--- src/ssfm_pkg.sv ---
package ssfm_pkg;

  // ****************************************************************
  // Register byte offsets
  // ****************************************************************
  localparam logic [7:0] SSFM_OFF_TRANSMIT_HOLDING   = 8'h00;
  localparam logic [7:0] SSFM_OFF_RECEIVE_HOLDING    = 8'h04;
  localparam logic [7:0] SSFM_OFF_BIT_RATE_DIVIDER   = 8'h08;
  localparam logic [7:0] SSFM_OFF_SERIAL_MODE_SELECT = 8'h0C;
  localparam logic [7:0] SSFM_OFF_TRANSFER_CONTROL_A = 8'h10;
  localparam logic [7:0] SSFM_OFF_TRANSFER_CONTROL_B = 8'h14;
  localparam logic [7:0] SSFM_OFF_SPECIAL_MODE_BASE  = 8'h18;
  localparam logic [7:0] SSFM_OFF_TX_INTERRUPT_CTRL  = 8'h28;
  localparam logic [7:0] SSFM_OFF_PORT_LEVEL         = 8'h2C;
  localparam int         SSFM_NUM_SPECIAL_MODE       = 4;

  // ****************************************************************
  // Field positions
  // ****************************************************************
  localparam int SSFM_MR_MODE_LSB     = 0;
  localparam int SSFM_MR_CLK_SRC      = 3;
  localparam int SSFM_CA_CNT_SRC_LSB  = 0;
  localparam int SSFM_CA_FLOW_SEL     = 2;
  localparam int SSFM_CA_SHIFT_EMPTY  = 3;
  localparam int SSFM_CA_FLOW_DIS     = 4;
  localparam int SSFM_CA_OUT_TYPE     = 5;
  localparam int SSFM_CA_CLK_POL      = 6;
  localparam int SSFM_CA_BIT_ORDER    = 7;
  localparam int SSFM_CB_TX_EN        = 0;
  localparam int SSFM_CB_TX_EMPTY     = 1;
  localparam int SSFM_CB_RX_EN        = 2;
  localparam int SSFM_CB_RX_DONE      = 3;
  localparam int SSFM_CB_IRQ_CAUSE    = 4;
  localparam int SSFM_CB_CONT_RX      = 5;
  localparam int SSFM_CB_INVERT       = 6;
  localparam int SSFM_RH_OVERRUN      = 12;
  localparam int SSFM_TIC_LEVEL_LSB   = 0;
  localparam int SSFM_TIC_REQUEST     = 3;
  localparam int SSFM_PL_SELECT       = 0;
  localparam int SSFM_PL_CLOCK        = 1;
  localparam int SSFM_PL_DATA         = 2;

  // ****************************************************************
  // Values after reset and codes
  // ****************************************************************
  localparam logic [2:0] SSFM_MODE_SYNC          = 3'h1;
  localparam logic [7:0] SSFM_RST_SPECIAL_MODE   = 8'h00;
  localparam logic [7:0] SSFM_RST_CONTROL_A      = 8'h08;
  localparam logic [7:0] SSFM_RST_CONTROL_B      = 8'h02;
  localparam logic [7:0] SSFM_RST_PORT_LEVEL     = 8'h07;
  localparam logic [7:0] SSFM_DUMMY_TX_BYTE      = 8'hFF;

  // Prescaler divide ratios per count source code
  localparam logic [4:0] SSFM_PRESC_MASK_0 = 5'h00;
  localparam logic [4:0] SSFM_PRESC_MASK_1 = 5'h07;
  localparam logic [4:0] SSFM_PRESC_MASK_2 = 5'h1F;
  localparam logic [4:0] SSFM_PRESC_MASK_3 = 5'h01;

  // Index of the last of the 16 half periods in one byte
  localparam logic [3:0] SSFM_LAST_HALF = 4'hF;

  typedef enum logic {SSFM_IDLE, SSFM_SHIFT} ssfm_state_t;

endpackage

--- src/ssfm_top.sv ---
// Decided for this implementation: the address map and the Wishbone slave port.
`timescale 1ns/100ps

// Overview of operation
// Mode field value 001b selects clock-synchronous serial operation.
// Clock source bit 0 makes the transfer clock from the divider.
// Count source bits pick the prescaled clock; eight divider bits set speed.
// Polarity 0: data changes on falling clock edge, sampled on rising.
// Bit order bit 1 shifts bytes most significant bit first.
// Flow-control disable 1 turns off CTS/RTS; flow select then ignored.
// Output type 0 drives data and clock push-pull, else open-drain.
// Transmission only while transmit enable is 1; reset leaves it 0. Continuous receive still shifts dummy bytes out while it is 0.
// Reception only while receive enable is 1; reset leaves it 0.
// Read-only flag shows the transmit buffer can take another byte.
// Read-only flag shows the last byte fully shifted out.
// Read-only flag shows a received byte waits in the receive buffer.
// Received byte in bits 7..0, plus overrun flag for a lost byte.
// Cause select 0 raises transmit request when transmit buffer empties.
// Continuous receive 0: reception only alongside a transmission.
// Inversion bit 0 passes data bits without inverting them.
// Priority level 000b disables the transmit interrupt.
// Request bit set on transmit request even if disabled; write 0 clears.
// Software raises select, then clock, enables channel, lowers select.
// Software raises select, disables channel, returns pins high.
// Software waits between select edges and the clock edges.
// The four special mode registers reset to 00.
// Each transmit byte gives eight clocks and captures eight received bits.
module ssfm_top
  import ssfm_pkg::*;
#(
  parameter int DATA_BITS = 8
)
(
  input  wire logic        clk,
  input  wire logic        rst,
  input  wire logic        wb_cyc_i,
  input  wire logic        wb_stb_i,
  input  wire logic        wb_we_i,
  input  wire logic [7:0]  wb_adr_i,
  input  wire logic [3:0]  wb_sel_i,
  input  wire logic [31:0] wb_dat_i,
  output logic      [31:0] wb_dat_o,
  output logic             wb_ack_o,
  output logic             flash_select,
  output logic             sclk_out,
  output logic             sclk_oe,
  input  wire logic        sclk_in,
  output logic             sdata_out,
  output logic             sdata_oe,
  input  wire logic        sdata_in,
  input  wire logic        clear_to_send_n,
  output logic             request_to_send_n,
  output logic             tx_irq
);

  // ****************************************************************
  // Registers
  // ****************************************************************
  logic [7:0]           bit_rate_divider;
  logic [7:0]           serial_mode_select;
  logic [7:0]           transfer_control_a;
  logic [7:0]           transfer_control_b;
  logic [7:0]           tx_interrupt_control;
  logic [7:0]           port_level;
  logic [7:0]           special_mode [SSFM_NUM_SPECIAL_MODE];
  logic [DATA_BITS-1:0] transmit_holding;
  logic [DATA_BITS-1:0] rx_data;
  logic                 tx_buf_empty;
  logic                 rx_done;
  logic                 overrun;
  logic                 irq_request;

  // ****************************************************************
  // Input synchronisers
  // ****************************************************************
  logic [1:0] sdata_sync;
  logic [1:0] sclk_sync;
  logic [1:0] cts_sync;
  logic       sclk_prev;

  always_ff @(posedge clk or posedge rst)
  begin
    if (rst)
    begin
      sdata_sync <= 2'h3;
      sclk_sync  <= 2'h3;
      cts_sync   <= 2'h3;
      sclk_prev  <= 1'b1;
    end
    else
    begin
      sdata_sync <= {sdata_sync[0], sdata_in};
      sclk_sync  <= {sclk_sync[0], sclk_in};
      cts_sync   <= {cts_sync[0], clear_to_send_n};
      sclk_prev  <= sclk_sync[1];
    end
  end

  // ****************************************************************
  // Control decode
  // ****************************************************************
  logic       sync_mode;
  logic       clk_external;
  logic [1:0] cnt_src;
  logic       flow_dis;
  logic       flow_sel;
  logic       open_drain;
  logic       clk_pol;
  logic       msb_first;
  logic       tx_en;
  logic       rx_en;
  logic       irq_cause;
  logic       cont_rx;
  logic       invert;
  logic       cts_ok;

  assign sync_mode    = serial_mode_select[SSFM_MR_MODE_LSB +: 3] == SSFM_MODE_SYNC;
  assign clk_external = serial_mode_select[SSFM_MR_CLK_SRC];
  assign cnt_src      = transfer_control_a[SSFM_CA_CNT_SRC_LSB +: 2];
  assign flow_dis     = transfer_control_a[SSFM_CA_FLOW_DIS];
  assign flow_sel     = transfer_control_a[SSFM_CA_FLOW_SEL];
  assign open_drain   = transfer_control_a[SSFM_CA_OUT_TYPE];
  assign clk_pol      = transfer_control_a[SSFM_CA_CLK_POL];
  assign msb_first    = transfer_control_a[SSFM_CA_BIT_ORDER];
  assign tx_en        = transfer_control_b[SSFM_CB_TX_EN];
  assign rx_en        = transfer_control_b[SSFM_CB_RX_EN];
  assign irq_cause    = transfer_control_b[SSFM_CB_IRQ_CAUSE];
  assign cont_rx      = transfer_control_b[SSFM_CB_CONT_RX];
  assign invert       = transfer_control_b[SSFM_CB_INVERT];
  // CTS gating only when flow control on and selected as CTS
  assign cts_ok       = flow_dis || flow_sel || !cts_sync[1];

  // ****************************************************************
  // Bus decode
  // ****************************************************************
  logic bus_req;
  logic bus_wr;
  logic bus_rd;

  assign bus_req = wb_cyc_i && wb_stb_i;
  assign bus_wr  = bus_req && wb_ack_o && wb_we_i && wb_sel_i[0];
  assign bus_rd  = bus_req && wb_ack_o && !wb_we_i;

  // ****************************************************************
  // Bit-rate generation
  // ****************************************************************
  ssfm_state_t state;
  logic [4:0]  presc_cnt;
  logic [4:0]  presc_mask;
  logic        presc_tick;
  logic [7:0]  brg_cnt;
  logic        half_tick;

  always_comb
  begin
    if (cnt_src == 2'h0)
      presc_mask = SSFM_PRESC_MASK_0;
    else if (cnt_src == 2'h1)
      presc_mask = SSFM_PRESC_MASK_1;
    else if (cnt_src == 2'h2)
      presc_mask = SSFM_PRESC_MASK_2;
    else
      presc_mask = SSFM_PRESC_MASK_3;
  end

  assign presc_tick = (presc_cnt & presc_mask) == presc_mask;

  always_ff @(posedge clk or posedge rst)
  begin
    if (rst)
      presc_cnt <= 5'h00;
    else
      presc_cnt <= presc_cnt + 5'h01;
  end

  // Divider reloads while idle so each byte starts a full half period
  always_ff @(posedge clk or posedge rst)
  begin
    if (rst)
      brg_cnt <= 8'h00;
    else if (state == SSFM_IDLE)
      brg_cnt <= bit_rate_divider;
    else if (presc_tick)
      brg_cnt <= (brg_cnt == 8'h00) ? bit_rate_divider : brg_cnt - 8'h01;
  end

  // External clock edges stand in for divider ticks
  assign half_tick = clk_external ? (sclk_sync[1] != sclk_prev)
                                  : (presc_tick && brg_cnt == 8'h00);

  // ****************************************************************
  // Shift engine
  // ****************************************************************
  logic [DATA_BITS-1:0] tx_shift;
  logic [DATA_BITS-1:0] rx_shift;
  logic [DATA_BITS-1:0] rx_next;
  logic [3:0]           half_idx;
  logic                 sclk_level;
  logic                 data_level;
  logic                 rx_bit;
  logic                 start_tx;
  logic                 start_rx;
  logic                 byte_done;
  logic                 rx_active;

  assign rx_bit    = sdata_sync[1] ^ invert;
  assign rx_next   = msb_first ? {rx_shift[DATA_BITS-2:0], rx_bit}
                               : {rx_bit, rx_shift[DATA_BITS-1:1]};
  assign start_tx  = sync_mode && tx_en && !tx_buf_empty && cts_ok;
  // Continuous receive clocks a dummy byte once the last one is read
  assign start_rx  = sync_mode && cont_rx && rx_en && !rx_done;
  assign byte_done = state == SSFM_SHIFT && half_tick && half_idx == SSFM_LAST_HALF;

  always_ff @(posedge clk or posedge rst)
  begin
    if (rst)
    begin
      state      <= SSFM_IDLE;
      half_idx   <= 4'h0;
      tx_shift   <= '0;
      rx_shift   <= '0;
      rx_active  <= 1'b0;
      sclk_level <= 1'b1;
      data_level <= 1'b1;
    end
    else
    begin
      case (state)
        SSFM_IDLE:
        begin
          sclk_level <= !clk_pol;
          half_idx   <= 4'h0;
          if (start_tx || start_rx)
          begin
            state     <= SSFM_SHIFT;
            tx_shift  <= start_tx ? transmit_holding : DATA_BITS'(SSFM_DUMMY_TX_BYTE);
            rx_active <= rx_en;
          end
        end
        SSFM_SHIFT:
        begin
          if (!sync_mode)
            state <= SSFM_IDLE;
          else if (half_tick)
          begin
            half_idx <= half_idx + 4'h1;
            if (!half_idx[0])
            begin
              // Leading edge: falling for polarity 0, drives next bit
              sclk_level <= clk_pol;
              data_level <= (msb_first ? tx_shift[DATA_BITS-1] : tx_shift[0]) ^ invert;
              tx_shift   <= msb_first ? {tx_shift[DATA_BITS-2:0], 1'b0}
                                      : {1'b0, tx_shift[DATA_BITS-1:1]};
            end
            else
            begin
              // Trailing edge samples receive data
              sclk_level <= !clk_pol;
              rx_shift   <= rx_next;
              if (half_idx == SSFM_LAST_HALF)
                state <= SSFM_IDLE;
            end
          end
        end
        default:
          state <= SSFM_IDLE;
      endcase
    end
  end

  // ****************************************************************
  // Transmit buffer and request bit
  // ****************************************************************
  logic tx_request;

  assign tx_request = irq_cause ? byte_done : (state == SSFM_IDLE && start_tx);

  always_ff @(posedge clk or posedge rst)
  begin
    if (rst)
    begin
      tx_buf_empty     <= 1'b1;
      transmit_holding <= '0;
    end
    else if (bus_wr && wb_adr_i == SSFM_OFF_TRANSMIT_HOLDING)
    begin
      transmit_holding <= wb_dat_i[DATA_BITS-1:0];
      tx_buf_empty     <= 1'b0;
    end
    else if (state == SSFM_IDLE && start_tx)
      tx_buf_empty <= 1'b1;
  end

  // Set beats a same-cycle software clear
  always_ff @(posedge clk or posedge rst)
  begin
    if (rst)
      irq_request <= 1'b0;
    else if (tx_request)
      irq_request <= 1'b1;
    else if (bus_wr && wb_adr_i == SSFM_OFF_TX_INTERRUPT_CTRL
             && !wb_dat_i[SSFM_TIC_REQUEST])
      irq_request <= 1'b0;
  end

  always_ff @(posedge clk or posedge rst)
  begin
    if (rst)
      tx_irq <= 1'b0;
    else
      tx_irq <= irq_request && tx_interrupt_control[SSFM_TIC_LEVEL_LSB +: 3] != 3'h0;
  end

  // ****************************************************************
  // Receive buffer
  // ****************************************************************
  always_ff @(posedge clk or posedge rst)
  begin
    if (rst)
    begin
      rx_data <= '0;
      rx_done <= 1'b0;
      overrun <= 1'b0;
    end
    else
    begin
      if (byte_done && rx_active)
      begin
        rx_data <= rx_next;
        rx_done <= 1'b1;
        if (rx_done && !(bus_rd && wb_adr_i == SSFM_OFF_RECEIVE_HOLDING))
          overrun <= 1'b1;
      end
      else if (bus_rd && wb_adr_i == SSFM_OFF_RECEIVE_HOLDING)
        rx_done <= 1'b0;
      if (!rx_en)
        overrun <= 1'b0;
    end
  end

  // ****************************************************************
  // Software registers
  // ****************************************************************
  always_ff @(posedge clk or posedge rst)
  begin
    if (rst)
    begin
      bit_rate_divider     <= 8'h00;
      serial_mode_select   <= 8'h00;
      transfer_control_a   <= SSFM_RST_CONTROL_A;
      transfer_control_b   <= SSFM_RST_CONTROL_B;
      tx_interrupt_control <= 8'h00;
      port_level           <= SSFM_RST_PORT_LEVEL;
    end
    else if (bus_wr)
    begin
      if (wb_adr_i == SSFM_OFF_BIT_RATE_DIVIDER)
        bit_rate_divider <= wb_dat_i[7:0];
      else if (wb_adr_i == SSFM_OFF_SERIAL_MODE_SELECT)
        serial_mode_select <= wb_dat_i[7:0];
      else if (wb_adr_i == SSFM_OFF_TRANSFER_CONTROL_A)
        transfer_control_a <= wb_dat_i[7:0];
      else if (wb_adr_i == SSFM_OFF_TRANSFER_CONTROL_B)
        transfer_control_b <= wb_dat_i[7:0];
      else if (wb_adr_i == SSFM_OFF_TX_INTERRUPT_CTRL)
        tx_interrupt_control <= wb_dat_i[7:0];
      else if (wb_adr_i == SSFM_OFF_PORT_LEVEL)
        port_level <= wb_dat_i[7:0];
    end
  end

  genvar gi;
  generate
    for (gi = 0; gi < SSFM_NUM_SPECIAL_MODE; gi++)
    begin : g_special
      always_ff @(posedge clk or posedge rst)
      begin
        if (rst)
          special_mode[gi] <= SSFM_RST_SPECIAL_MODE;
        else if (bus_wr && wb_adr_i == SSFM_OFF_SPECIAL_MODE_BASE + 8'(4 * gi))
          special_mode[gi] <= wb_dat_i[7:0];
      end
    end
  endgenerate

  // ****************************************************************
  // Bus answer
  // ****************************************************************
  logic [31:0] rd_data;

  always_comb
  begin
    rd_data = 32'h0000_0000;
    if (wb_adr_i == SSFM_OFF_RECEIVE_HOLDING)
    begin
      rd_data[DATA_BITS-1:0]  = rx_data;
      rd_data[SSFM_RH_OVERRUN] = overrun;
    end
    else if (wb_adr_i == SSFM_OFF_BIT_RATE_DIVIDER)
      rd_data[7:0] = bit_rate_divider;
    else if (wb_adr_i == SSFM_OFF_SERIAL_MODE_SELECT)
      rd_data[7:0] = serial_mode_select;
    else if (wb_adr_i == SSFM_OFF_TRANSFER_CONTROL_A)
    begin
      rd_data[7:0] = transfer_control_a;
      rd_data[SSFM_CA_SHIFT_EMPTY] = state == SSFM_IDLE;
    end
    else if (wb_adr_i == SSFM_OFF_TRANSFER_CONTROL_B)
    begin
      rd_data[7:0] = transfer_control_b;
      rd_data[SSFM_CB_TX_EMPTY] = tx_buf_empty;
      rd_data[SSFM_CB_RX_DONE]  = rx_done;
    end
    else if (wb_adr_i == SSFM_OFF_TX_INTERRUPT_CTRL)
    begin
      rd_data[7:0] = tx_interrupt_control;
      rd_data[SSFM_TIC_REQUEST] = irq_request;
    end
    else if (wb_adr_i == SSFM_OFF_PORT_LEVEL)
      rd_data[7:0] = port_level;
    else
    begin
      for (int i = 0; i < SSFM_NUM_SPECIAL_MODE; i++)
        if (wb_adr_i == SSFM_OFF_SPECIAL_MODE_BASE + 8'(4 * i))
          rd_data[7:0] = special_mode[i];
    end
  end

  // One wait state; unmapped reads answer zero, writes are dropped
  always_ff @(posedge clk or posedge rst)
  begin
    if (rst)
    begin
      wb_ack_o <= 1'b0;
      wb_dat_o <= 32'h0000_0000;
    end
    else
    begin
      wb_ack_o <= bus_req && !wb_ack_o;
      wb_dat_o <= (bus_req && !wb_ack_o) ? rd_data : 32'h0000_0000;
    end
  end

  // ****************************************************************
  // Pin drivers
  // ****************************************************************
  logic pin_clk;
  logic pin_data;
  logic pin_od;

  // Outside serial mode the pins fall back to the port levels
  assign pin_clk  = sync_mode ? sclk_level : port_level[SSFM_PL_CLOCK];
  assign pin_data = sync_mode ? data_level : port_level[SSFM_PL_DATA];
  assign pin_od   = sync_mode && open_drain;

  always_ff @(posedge clk or posedge rst)
  begin
    if (rst)
    begin
      flash_select      <= 1'b1;
      sclk_out          <= 1'b1;
      sclk_oe           <= 1'b1;
      sdata_out         <= 1'b1;
      sdata_oe          <= 1'b1;
      request_to_send_n <= 1'b1;
    end
    else
    begin
      flash_select      <= port_level[SSFM_PL_SELECT];
      sclk_out          <= pin_od ? 1'b0 : pin_clk;
      sclk_oe           <= pin_od ? !pin_clk : !(sync_mode && clk_external);
      sdata_out         <= pin_od ? 1'b0 : pin_data;
      sdata_oe          <= pin_od ? !pin_data : 1'b1;
      request_to_send_n <= (flow_dis || !flow_sel) ? 1'b1 : !(rx_en && !rx_done);
    end
  end

endmodule

--- config.mk ---
export PLATFORM = sky130hd
export DESIGN_NAME = ssfm_top
export DESIGN_NICKNAME = d
export VERILOG_FILES = /design/src/ssfm_pkg.sv /design/src/ssfm_top.sv
export SDC_FILE = /design/constraint.sdc
export NUM_CORES = 1
export LEC_CHECK = 0
export ABC_AREA = 1
export BUFFER_PORTS_ARGS = -buffer_cell sky130_fd_sc_hd__clkbuf_2
export CAP_MARGIN = 20
export CORE_ASPECT_RATIO = 0.75
export CORE_UTILIZATION = 25
export CTS_CLUSTER_SIZE = 30
export DETAILED_ROUTE_END_ITERATION = 7
export PLACE_DENSITY = 0.47
export SLEW_MARGIN = 10
export SYNTH_ARGS = -nofsm -noshare
export SYNTH_HDL_FRONTEND = slang
export SYNTH_SLANG_ARGS = --single-unit
--- constraint.sdc ---
create_clock -name clk -period 12.96 [get_ports clk]
set_input_delay 1.296 -clock clk [delete_from_list [all_inputs] [get_ports clk]]
set_output_delay 1.296 -clock clk [all_outputs]
set_load 0.05 [all_outputs]
==> flow_metrics.py <==
metrics = {
    "run_status": {
        "run_status": "finished clean",
    },
    "logic_synthesis": {
        "post_synth_arst_share": 1.00,
        "ys.warnings.count": 0,
        "synth_seq_area_share": 0.509,
        "synth.ff_latch_count": 157,
        "mapped_area_mm2": 0.00776,
        "synth_area_per_cell_um2": 8.60,
        "synth_cell_type_count": 48,
        "predominant_post_synthesis_flop_cell": "dfrtp_1",
        "synth-edff-count": 0,
        "netlist_instances": 902,
    },
    "floorplan": {
        "fp.dieArea_mm2": 0.0318,
        "core_area_mm2": 0.0303,
        "top_level_ports": 92,
        "die_w_um": 205,
        "row_count": 55,
        "initial_utilization": 0.256,
        "chipHeight_um": 155,
    },
    "detailed_routing": {
        "detailedRoute.firstIterationViolations": 434,
        "vias": 5888,
        "drc": 0,
        "wl_per_cell_um": 15.2,
        "final_antenna_violating_net_count": 0,
        "drt_first_pass_iters": 5,
        "detailed_route_vias_per_instance": 4.38,
        "drt-total-wl_mm": 20.5,
    },
    "global_routing": {
        "groute.layer.met2.usage": 0.194,
        "globalRoute.totalOverflow": 0,
        "grt_pass1_vias": 5780,
        "grt_start_max_net_pins": 89,
        "grt_util_met1": 0.207,
        "wire_length_of_the_first_global_routing_pass_mm": 33.0,
        "grt-busiest-layer": "met1",
        "antenna_violations_before_repair": 0,
        "groute.layer.met3.usage": 0.0284,
        "groute.usage.overall": 0.137,
    },
    "cts": {
        "clock_tree_from_tritoncts": "built",
        "clk_root_buffer_cell": "clkbuf_16",
        "clock_path_buffers": 2,
        "post_cts_buffers": 0,
        "worst_setup_hold_path_clk_slew_ps": 70,
        "cts_made_buffers": 17,
        "postCtsResizedCells": 0,
        "worstSkewPairLatency_ps": 440,
        "post_cts_hold_buffer_count": 0,
        "cts_sinks": 157,
        "htreeDepth": 4,
    },
    "final_layout": {
        "drive_above_1_share": 0.175,
        "area.growth.synth_to_final_pct": 13.9,
        "final_common_cell": "nand2_1",
        "layout.cells.non_filler": 1343,
        "total_nets_final": 990,
        "final_area_mm2": 0.00884,
        "layout.cells.most_common_list": "nand2_1, dfrtp_1, o21ai_0",
        "antennaDiodeCount": 0,
    },
    "place": {
        "place_hpwl_mm": 14.0,
        "gp_congestion": 0.775,
        "portBuffers": 41,
        "post_dp_cell_area_mm2": 0.00822,
        "dp.cells": 1312,
    },
    "critical_path": {
        "worstSetupStartpointType": "input pin",
        "timing.critical_path.slowest_stage_cell": "nor2_2",
        "startpoint_of_the_lowest_slack_register_to_register_path": "state$_DFF_PP0_",
        "arrival_ps": 3240,
        "setup.worst_path.end": "transfer_control_b[6]$_DFFE_PP0P_",
        "path_cells": "clkbuf_2 > inv_2 > nand2_1 > nor2_2 > nand2_4 > nand2_4 > nor3_4 > nand3_1 > nand2_1 > o21ai_2",
        "crit_required_ps": 13320,
        "timing.critical_path.to_type": "register",
        "rr_worst_depth": 7,
        "regToRegSetupSlack_ps": 10860,
        "reg2reg_to": "brg_cnt[6]$_DFFE_PP0P_",
        "criticalPathCategory": "input pin to register",
        "crit_path_launch": "wb_adr_i[2]",
        "critPathMaxFanout": 12,
        "critical_path.max_stage_delay_ps": 540,
    },
    "min_path": {
        "whs_path_depth": 0,
        "hold_path_class": "register to register",
    },
    "timing": {
        "final-hold-violation-count": 0,
        "timing.final.setup_violations": 0,
        "final.period_utilization": 0.222,
        "relSlewSlack": 0.398,
        "worst_pin_slew_ps": 903,
        "layout_min_cycle_time_ps": 2880,
        "slew_violations": 0,
        "rsz0062_at_grt": "false",
        "fmaxAchievable_mhz": 347,
        "final.hold.worst_slack_ps": 353,
        "clock-skew-final_ps": 12.0,
        "tns_ps": 0,
    },
    "job": {
        "max_cap_violations": 0,
    },
    "power": {
        "power.ir.vdd_worst_mv": 0.0887,
        "p_leak_nw": 4.08,
        "pwr_density_cell_mw_per_mm2": 122,
    },
}
-- sequential cells by signal, indices dropped and copies added (netlist names), 8 cells and up --
| signal | cells |
|---|---|
| wb_dat_o | 9 |
| bit_rate_divider | 8 |
| tx_shift | 8 |
| rx_data | 8 |
| rx_shift | 8 |
| serial_mode_select | 8 |
| brg_cnt | 8 |
| port_level | 8 |
| special_mode | 32 |
| transmit_holding | 8 |
-- area by class of cell --
class                   count  area, um2
fillers                  3258      21500
flip-flops and latches    157       3950
multi-input cells         628       3220
well taps                 399        499
clock buffers              20        467
inverters                  85        330
repair buffers             43        220
clock inverters            11        156
-- routing by layer --
metal | vias up | wire length [um]
met5 | - | 0
met4 | 0 | 254
met3 | 20 | 783
met2 | 118 | 8510
met1 | 2784 | 10900
li1 | 2966 | -
-- synth_stat cells, types with 4 or more instances --
library cell,instances,area share
nand2_1,218,0.11
dfrtp_1,138,0.44
o21ai_0,94,0.061
inv_1,69,0.033
nor2_1,63,0.030
nand3_1,44,0.028
o21ai_1,38,0.025
a21oi_1,36,0.023
buf_4,25,0.024
dfstp_2,19,0.064
clkbuf_1,14,0.0068
o211ai_1,14,0.014
inv_2,12,0.0058
buf_2,10,0.0064
o21ai_2,10,0.011
nand2_4,9,0.013
nand3_2,8,0.010
o22ai_1,7,0.0056
ha_1,6,0.0097
nand2_2,6,0.0048
nor2_4,6,0.0087
xor2_1,6,0.0068
xnor2_1,5,0.0056
buf_6,4,0.0058
nand4_1,4,0.0032
nor2_2,4,0.0032
-- critical path: cells and delay by family --
family | cells | cell delay, ps
buf+inv | 2 | 280
simple gates | 7 | 1580
compound gates | 1 | 70
-- per-stage QoR --
stage               total power [W]   util  setup WS [ps]
finish                      0.00108  0.291          10080
global route                0.00112  0.291           9910
CTS                         0.00110  0.291          10100
detailed placement         0.000556  0.271           9640
global placement           0.000556  0.271           9640
floorplan                  0.000545      -           7460
-- how the worst min path moves through the flow --
stage	from	endpoint
after floorplan	cts_sync[0]$_DFF_PP1_	cts_sync[1]$_DFF_PP1_
after global placement	cts_sync[0]$_DFF_PP1_	cts_sync[1]$_DFF_PP1_
after detailed placement	sdata_sync[0]$_DFF_PP1_	sdata_sync[1]$_DFF_PP1_
after CTS	cts_sync[0]$_DFF_PP1_	cts_sync[1]$_DFF_PP1_
after global routing	cts_sync[0]$_DFF_PP1_	cts_sync[1]$_DFF_PP1_
final	sclk_sync[0]$_DFF_PP1_	sclk_sync[1]$_DFF_PP1_
-- kinds of logic after synthesis --
family	Yosys count	share of synthesized area
flops	157	0.509
simple gates	378	0.228
compound gates	210	0.153
other cells	1	0.000483
buf+inv	139	0.0871
fa+ha+maj	6	0.00967
xor+xnor	11	0.0124
-- where the power goes --
group / internal (W) / switching (W)
sequential: 0.000493 / 0.00000116
clock: 0.000320 / 0.000215
combinational: 0.00000654 / 0.0000445
No activity file was read; power rests on OpenSTA's default activity.
